===== src/design/hbp_pkg.sv =====
// Constants shared by the host bus port with DMA request
package hbp_pkg;
	localparam int          DATA_W         = 16;   // Width of the parallel data bus
	localparam int          ADDR_W         = 8;    // Width of the register index port
	localparam int          FIFO_DEPTH     = 8;    // Words held between bus and buffer memory
	localparam logic [7:0]  OFS_HOST_SETUP = 8'h20; // Host hardware setup register
	localparam logic [7:0]  OFS_PER_SETUP  = 8'hBA; // Peripheral hardware setup register
	localparam logic [7:0]  OFS_STATUS     = 8'h30; // Port status, read only
	localparam logic [7:0]  OFS_BUF_DATA   = 8'h40; // Buffer memory data window
	localparam int          BIT_REQ_POL    = 0;    // Request active high when set
	localparam int          BIT_ACK_POL    = 1;    // Acknowledge active high when set
	localparam int          BIT_SHARED     = 2;    // Shared DMA channel select (host register)
	localparam logic [15:0] HOST_SETUP_RST = 16'h0000; // Host setup after reset
	localparam logic [15:0] PER_SETUP_RST  = 16'h0000; // Peripheral setup after reset
	localparam logic [15:0] HOST_SETUP_MSK = 16'h0007; // Writable host setup bits
	localparam logic [15:0] PER_SETUP_MSK  = 16'h0003; // Writable peripheral setup bits
	localparam int          ST_EMPTY       = 4;    // Status bit: FIFO empty
	localparam int          ST_FULL        = 5;    // Status bit: FIFO full
	localparam int          ST_DROP        = 6;    // Status bit: write lost on full FIFO
	localparam logic [15:0] ZERO_WORD      = 16'h0000; // Value of unmapped reads
endpackage


===== src/design/hbp_port.sv =====
// Host bus port, setup registers, DMA request steering and write FIFO
`timescale 1ns/1ns

// Synchronous FIFO with valid/ready on both sides
module hbp_fifo #(
	parameter int WIDTH = 16,
	parameter int DEPTH = 8
) (
	input  wire logic                     clk,
	input  wire logic                     rst,
	input  wire logic [WIDTH-1:0]         in_data,
	input  wire logic                     in_valid,
	output logic                          in_ready,
	output logic [WIDTH-1:0]              out_data,
	output logic                          out_valid,
	input  wire logic                     out_ready,
	output logic [$clog2(DEPTH+1)-1:0]    count
);
	localparam int PW = $clog2(DEPTH);
	localparam logic [PW-1:0] LAST = PW'(DEPTH - 1);

	logic [WIDTH-1:0]           mem [DEPTH];     // Storage array
	logic [PW-1:0]              wr_ptr_q;        // Next slot to fill
	logic [PW-1:0]              rd_ptr_q;        // Next slot to drain
	logic [$clog2(DEPTH+1)-1:0] count_q;         // Words held
	logic                       push;            // Accepted write
	logic                       pop;             // Accepted read

	assign in_ready  = (count_q != ($clog2(DEPTH+1))'(DEPTH));
	assign out_valid = (count_q != '0);
	assign push      = in_valid && in_ready;
	assign pop       = out_valid && out_ready;
	assign out_data  = mem[rd_ptr_q];
	assign count     = count_q;

	// Storage write
	always_ff @(posedge clk)
	begin
		if (push)
			mem[wr_ptr_q] <= in_data;
	end

	// Pointers and occupancy
	always_ff @(posedge clk)
	begin
		if (rst)
		begin
			wr_ptr_q <= '0;
			rd_ptr_q <= '0;
			count_q  <= '0;
		end
		else
		begin
			if (push)
				wr_ptr_q <= (wr_ptr_q == LAST) ? '0 : wr_ptr_q + 1'b1;
			if (pop)
				rd_ptr_q <= (rd_ptr_q == LAST) ? '0 : rd_ptr_q + 1'b1;
			if (push && !pop)
				count_q <= count_q + 1'b1;
			else if (pop && !push)
				count_q <= count_q - 1'b1;
		end
	end
endmodule

// Processor-facing port of the controller
module hbp_port (
	input  wire logic        clk,                // 25 MHz core clock
	input  wire logic        rst,                // Synchronous reset, active high
	input  wire logic        cs_n,               // Chip select, active low
	input  wire logic        rd_n,               // Read strobe, active low
	input  wire logic        wr_n,               // Write strobe, active low
	input  wire logic [7:0]  reg_addr,           // Register index
	input  wire logic [15:0] data_in,            // Bus level seen by the device
	output logic      [15:0] data_out,           // Read data toward the bus
	output logic      [15:0] data_oe,            // Per line drive enable
	output logic             wr_ready,           // Buffer window can take a word
	output logic      [15:0] buf_wr_data,        // Word toward buffer memory
	output logic             buf_wr_valid,       // Word available
	input  wire logic        buf_wr_ready,       // Buffer memory accepts word
	input  wire logic [15:0] buf_rd_data,        // Word from buffer memory
	output logic             buf_rd_strobe,      // Buffer word consumed by a read
	input  wire logic        host_xfer_need,     // Host controller wants DMA
	input  wire logic        periph_xfer_need,   // Peripheral controller wants DMA
	output logic             host_dma_request,   // Host side DMA request pin
	output logic             periph_dma_request, // Peripheral side DMA request pin
	input  wire logic        host_dma_grant,     // Host side acknowledge pin
	input  wire logic        periph_dma_grant,   // Peripheral side acknowledge pin
	output logic             host_granted,       // Decoded grant to host controller
	output logic             periph_granted      // Decoded grant to peripheral controller
);
	logic [15:0] host_hw_setup_q;   // Host hardware setup
	logic [15:0] periph_hw_setup_q; // Peripheral hardware setup
	logic        rd_n_q;            // Previous read strobe
	logic        wr_n_q;            // Previous write strobe
	logic        rd_start;          // First cycle of a selected read
	logic        wr_start;          // First cycle of a selected write
	logic        reading;           // Selected read in progress
	logic        drop_q;            // Sticky lost write flag
	logic        fifo_push;         // Write to buffer window
	logic [3:0]  fifo_count;        // FIFO occupancy
	logic        shared;            // Both channels on host pins
	logic        host_need;         // Request seen on host pin
	logic        per_need;          // Request seen on peripheral pin
	logic        host_ack;          // Host pin acknowledge decoded
	logic        per_ack;           // Peripheral pin acknowledge decoded
	logic [15:0] rd_word;           // Read mux result
	logic [15:0] status_word;       // Status register image

	// Read decode: selected register or zero when unmapped
	function automatic logic [15:0] read_mux(input logic [7:0] a, input logic [15:0] hs,
		input logic [15:0] ps, input logic [15:0] st, input logic [15:0] bd);
		unique case (a)
			hbp_pkg::OFS_HOST_SETUP: read_mux = hs;
			hbp_pkg::OFS_PER_SETUP:  read_mux = ps;
			hbp_pkg::OFS_STATUS:     read_mux = st;
			hbp_pkg::OFS_BUF_DATA:   read_mux = bd;
			default:                 read_mux = hbp_pkg::ZERO_WORD;
		endcase
	endfunction

	// Strobes count only under chip select
	assign reading  = !cs_n && !rd_n;
	assign rd_start = reading && rd_n_q;
	assign wr_start = !cs_n && !wr_n && wr_n_q;
	assign fifo_push = wr_start && (reg_addr == hbp_pkg::OFS_BUF_DATA);

	// Bus driven only while a selected read is under way
	assign data_oe = {16{reading}};

	// Strobe history for edge detection
	always_ff @(posedge clk)
	begin
		if (rst)
		begin
			rd_n_q <= 1'b1;
			wr_n_q <= 1'b1;
		end
		else
		begin
			rd_n_q <= rd_n;
			wr_n_q <= wr_n;
		end
	end

	// Setup register writes, masked to implemented bits
	always_ff @(posedge clk)
	begin
		if (rst)
		begin
			host_hw_setup_q   <= hbp_pkg::HOST_SETUP_RST;
			periph_hw_setup_q <= hbp_pkg::PER_SETUP_RST;
		end
		else if (wr_start && reg_addr == hbp_pkg::OFS_HOST_SETUP)
			host_hw_setup_q <= data_in & hbp_pkg::HOST_SETUP_MSK;
		else if (wr_start && reg_addr == hbp_pkg::OFS_PER_SETUP)
			periph_hw_setup_q <= data_in & hbp_pkg::PER_SETUP_MSK;
	end

	// Lost write flag; a read of status clears it, a new loss wins
	always_ff @(posedge clk)
	begin
		if (rst)
			drop_q <= 1'b0;
		else if (fifo_push && !wr_ready)
			drop_q <= 1'b1;
		else if (rd_start && reg_addr == hbp_pkg::OFS_STATUS)
			drop_q <= 1'b0;
	end

	// Status word built from FIFO state at the named bit positions
	always_comb
	begin
		status_word                   = hbp_pkg::ZERO_WORD;
		status_word[3:0]              = fifo_count;
		status_word[hbp_pkg::ST_EMPTY] = (fifo_count == 4'h0);
		status_word[hbp_pkg::ST_FULL]  = !wr_ready;
		status_word[hbp_pkg::ST_DROP]  = drop_q;
		rd_word = read_mux(reg_addr, host_hw_setup_q, periph_hw_setup_q,
			status_word, buf_rd_data);
	end

	// Read data register, refreshed every cycle
	always_ff @(posedge clk)
	begin
		if (rst)
			data_out <= hbp_pkg::ZERO_WORD;
		else
			data_out <= rd_word;
	end

	// Buffer read consumption pulse
	always_ff @(posedge clk)
	begin
		if (rst)
			buf_rd_strobe <= 1'b0;
		else
			buf_rd_strobe <= rd_start && (reg_addr == hbp_pkg::OFS_BUF_DATA);
	end

	// Write FIFO between bus and buffer memory
	hbp_fifo #(
		.WIDTH (hbp_pkg::DATA_W),
		.DEPTH (hbp_pkg::FIFO_DEPTH)
	) u_fifo (
		.clk       (clk),
		.rst       (rst),
		.in_data   (data_in),
		.in_valid  (fifo_push),
		.in_ready  (wr_ready),
		.out_data  (buf_wr_data),
		.out_valid (buf_wr_valid),
		.out_ready (buf_wr_ready),
		.count     (fifo_count)
	);

	// DMA steering: shared mode folds peripheral onto host pins
	assign shared    = host_hw_setup_q[hbp_pkg::BIT_SHARED];
	assign host_need = host_xfer_need || (shared && periph_xfer_need);
	assign per_need  = !shared && periph_xfer_need;
	assign host_ack  = (host_dma_grant == host_hw_setup_q[hbp_pkg::BIT_ACK_POL]);
	assign per_ack   = (periph_dma_grant == periph_hw_setup_q[hbp_pkg::BIT_ACK_POL]);

	// Request pins registered at programmed polarity
	always_ff @(posedge clk)
	begin
		if (rst)
		begin
			host_dma_request   <= !hbp_pkg::HOST_SETUP_RST[hbp_pkg::BIT_REQ_POL];
			periph_dma_request <= !hbp_pkg::PER_SETUP_RST[hbp_pkg::BIT_REQ_POL];
		end
		else
		begin
			host_dma_request   <= host_need ~^ host_hw_setup_q[hbp_pkg::BIT_REQ_POL];
			periph_dma_request <= per_need ~^ periph_hw_setup_q[hbp_pkg::BIT_REQ_POL];
		end
	end

	// Grant decode; in shared mode the host pin grants both
	assign host_granted   = host_ack;
	assign periph_granted = shared ? host_ack : per_ack;

	// Bus drive tied to a selected read
	property p_bus_drive;
		@(posedge clk) disable iff (rst)
		(data_oe != 16'h0000) |-> (!cs_n && !rd_n);
	endproperty
	a_bus_drive: assert property (p_bus_drive)
		else $error("data bus driven outside a read");

	// No effect from strobes without chip select
	property p_no_select;
		@(posedge clk) disable iff (rst)
		cs_n |-> (data_oe == 16'h0000) && !fifo_push ##1 $stable(host_hw_setup_q);
	endproperty
	a_no_select: assert property (p_no_select)
		else $error("strobe acted without chip select");

	// Host request follows need with programmed level one cycle later
	property p_host_req;
		@(posedge clk) disable iff (rst)
		host_xfer_need ##0 $stable(host_hw_setup_q) ##1 $stable(host_hw_setup_q)
		|-> host_dma_request == host_hw_setup_q[hbp_pkg::BIT_REQ_POL];
	endproperty
	a_host_req: assert property (p_host_req)
		else $error("host request not raised");

	// Idle host request sits at inactive level
	property p_host_pol;
		@(posedge clk) disable iff (rst)
		(!host_xfer_need && !periph_xfer_need) ##1 $stable(host_hw_setup_q)
		|-> host_dma_request != host_hw_setup_q[hbp_pkg::BIT_REQ_POL];
	endproperty
	a_host_pol: assert property (p_host_pol)
		else $error("host request at wrong level");

	// Shared mode: peripheral need appears on host pin, peripheral pin idle
	property p_shared;
		@(posedge clk) disable iff (rst)
		(shared && periph_xfer_need)
		##1 ($stable(host_hw_setup_q) && $stable(periph_hw_setup_q)) |->
		host_dma_request == host_hw_setup_q[hbp_pkg::BIT_REQ_POL] &&
		periph_dma_request != periph_hw_setup_q[hbp_pkg::BIT_REQ_POL];
	endproperty
	a_shared: assert property (p_shared)
		else $error("shared routing wrong");

	// Peripheral request at its own programmed level when not shared
	property p_per_req;
		@(posedge clk) disable iff (rst)
		(!shared && periph_xfer_need) ##1 ($stable(host_hw_setup_q) && $stable(periph_hw_setup_q))
		|-> periph_dma_request == periph_hw_setup_q[hbp_pkg::BIT_REQ_POL];
	endproperty
	a_per_req: assert property (p_per_req)
		else $error("peripheral request not raised");
endmodule


===== config.mk =====
export PLATFORM = sky130hd
export DESIGN_NAME = hbp_port
export DESIGN_NICKNAME = d
export VERILOG_FILES = /design/src/design/hbp_pkg.sv /design/src/design/hbp_port.sv
export SDC_FILE = /design/constraint.sdc
export NUM_CORES = 1
export LEC_CHECK = 0
export ABC_AREA = 0
export BUFFER_PORTS_ARGS = -buffer_cell sky130_fd_sc_hd__buf_2
export CAP_MARGIN = 20
export CORE_AREA = 2 2 120 122
export CTS_BUF_LIST = sky130_fd_sc_hd__clkbuf_16
export DETAILED_ROUTE_END_ITERATION = 6
export DIE_AREA = 0 0 122 124
export GPL_ROUTABILITY_DRIVEN = 0
export PLACE_DENSITY = 0.71
export SETUP_SLACK_MARGIN = 0.05
export SKIP_LAST_GASP = 1
export SYNTH_ARGS = -nofsm -noshare
export SYNTH_HDL_FRONTEND = slang
export SYNTH_SLANG_ARGS = --single-unit

===== constraint.sdc =====
create_clock -name clk -period 9.65 [get_ports clk]
set_input_delay 1.93 -clock clk [delete_from_list [all_inputs] [get_ports clk]]
set_output_delay 1.93 -clock clk [all_outputs]
set_load 0.01 [all_outputs]

==> metrics <==
RSZ-0062 raised after global routing=no; sequential power share=0.490; crit-path cells=buf_2 -> nor2_1 -> buf_2; clock root buffer=clkbuf_16; ys flop type=edfxtp_1; global-route wire length before repair=18.9 mm; Combinational Power Share=0.143; CTS-repair resized insts=0; Iter 0 DRT Violations=204; IO Pins=105; # hold bufs at CTS=0; fmax=0.208 GHz; clock-pin slew on the worst setup and hold paths=0.06 ns; die area=15100 µm²; Req. time, crit path=7.72 ns; final worst path period share=0.499; TritonCTS Sinks=168; Finished Cell Area=7980 µm²; Cell Rows=43; Die Ht=124 µm; Setup TNS Final=0 ns; initial core utilization=0.496; crit-path max FO=18; vias per cell=5.28; max-slew violation count=0; Pwr per Cell Area=216 nW/µm²; Routed Antenna Nets=0; clk_skew=0.00986 ns; Synth top cells by count=128 x edfxtp_1, 40 x dfxtp_1, 26 x mux4_1, 23 x nor2_1, 19 x mux2_2; Final WS setup=4.84 ns; r2r setup slk=6.76 ns; Post-synth EDFFs=128; GRT Util Overall=0.170; Largest stage delay, worst path=0.58 ns; most frequent cell after synthesis=edfxtp_1; dpl cells=644; critical path's slowest cell=nor2_1; die width=122 µm; DP Area=7410 µm²; Synth Area per Inst=17.8 µm²; Post-CTS Setup Bufs=0; Distinct cells, synth=50; Port Buffers=104; Leak Pwr=2.94 nW; synth top area cells=edfxtp_1 56%, dfxtp_1 12%, mux4_1 10%; r2r startpoint=wr_n_q; Setup WS pre-CTS=4.83 ns; maxcap violations=0; largest net degree at the start of global routing=33; pin slew with the least headroom to its limit=0.978 ns; DR DRC count=0; GR Overflow Total=0; HPWL after DPL=7.67 mm; status=complete, no violations; layout cells sized above 1=0.371; count of final setup violators=0; mapped cell area=6810 µm²; Num CTS Buffers=17; initial antenna violation count=0; Final nets=541; area of the core=13700 µm²; register bit count reported by yosys=168; FFs w/ async S/R, synth=0; drt total wl=12.2 mm; Tmin final=4.81 ns; Yosys warning count=0; WL per Instance=18.0 µm; Min-Delay Startpoint=rd_n_q; CP Launch Type=primary input; Sw Share=0.246; via count=3569; non-filler instance count after layout=676; DR pass1 iterations=4; Peak supply drop=0.119 mV; number of global-route vias before repair=3595; Arr. time, crit path=2.88 ns; register area share after synthesis=0.682; Clk pwr share=0.367; final hold viol count=0; Setup crit start=cs_n; switching pwr=0.425 mW; Clock Tree Buf Depth=2; internal power=1.30 mW; Synth top area share=0.564; Worst slew margin=0.343; Syn Nets=441; worst-skew pair later-pin latency=0.41 ns; CTS tree=done; Mapped Cells=383; H-Tree Depth=4; cell mode on critical path=buf_2; Antenna Diode Count=0; Worst Hold Class=reg -> reg; post-synth top area cell=edfxtp_1; Layout area overhead=17.2%; Crit. End Element=primary output; critical path class=in -> out
==> power by group through the flow <==
stage / clock network [mW] / registers, mW / logic (mW)
3_5_place_dp: 0 / 0.863 / 0.247
2_1_floorplan: 0 / 0.820 / 0.223
3_3_place_gp: 0 / 0.863 / 0.240
5_1_grt: 0.675 / 0.850 / 0.268
4_1_cts: 0.645 / 0.848 / 0.248
6_report: 0.633 / 0.845 / 0.246
==> path summary, 6_finish.rpt <==
check                                        to  depth (start not counted)
worst max-delay path                 data_oe[0]                          3
worst min-delay path              buf_rd_strobe                          1
worst max register to register  u_fifo.count[3]                         11
worst min register to register    buf_rd_strobe                          1
==> logic make-up (layout without fill, tap and decap cells) <==
group | count (synthesis) | count (layout) | synth area share
adder cells (fa/ha/maj) | 8 | 8 | 0.0158
XOR/XNOR | 6 | 6 | 0.00771
AO/OA/AOI/OAI | 26 | 26 | 0.0270
flip-flops | 168 | 168 | 0.682
buffers and inverters | 36 | 149 | 0.0369
multiplexers | 57 | 57 | 0.160
AND/OR/NAND/NOR | 82 | 82 | 0.0704
==> layout make-up <==
cell class / count / area, µm²
fill: 1052 / 5740
timing repair buffer: 112 / 581
clock inverter: 13 / 92.6
inverter: 5 / 18.8
tap: 180 / 225
clock buffer: 19 / 475
sequential: 168 / 4650
multi-input combinational: 179 / 1940
==> routing by layer <==
metal	track usage	wire, µm	vias up	share of wire
li1	-	-	1701	-
met2	0.287	6150	103	0.51
met4	0.0517	82	0	0.0067
met1	0.216	5340	1758	0.44
met3	0.0453	587	7	0.048
met5	0	0	-	0
==> flip-flops by register name, indices dropped and copies added (netlist names), named ones only <==
name	count
u_fifo.wr_ptr_q	3
host_dma_request	1
drop_q	1
wr_n_q	1
rd_n_q	1
periph_hw_setup_q	2
u_fifo.rd_ptr_q	3
u_fifo.mem	128
u_fifo.count	4
buf_rd_strobe	1
periph_dma_request	1
host_hw_setup_q	3
data_out	16
==> cell usage in the layout (no fill, tap or decap), types with 4 or more instances in the layout <==
cell type    n
xnor2_1      4
dfxtp_1     38
a22oi_1      4
nor3_2       4
buf_2      104
mux2_2      19
and3_1       4
a21oi_1      9
mux2i_1      6
nor2_1      23
mux4_1      26
edfxtp_1   128
buf_4        8
and2_1       9
nand3_1      7
nand2_1      7
inv_1        8
ha_1         7
nand2b_1     5
clkbuf_16   19
mux4_2       6
==> worst max-delay path, delay by kind of cell <==
kind | cells | cell delay [ns]
simple gates | 1 | 0.58
buf+inv | 2 | 0.37
==> stage by stage <==
stage | hold WS, ns | utilization | total power [mW]
floorplan | 0.453 | - | 1.04
global placement | 0.466 | 0.540 | 1.10
detailed placement | 0.476 | 0.540 | 1.11
CTS | 0.485 | 0.582 | 1.74
global route | 0.510 | 0.582 | 1.79
finish | 0.483 | 0.582 | 1.72
(Power assumes the default switching activity.)
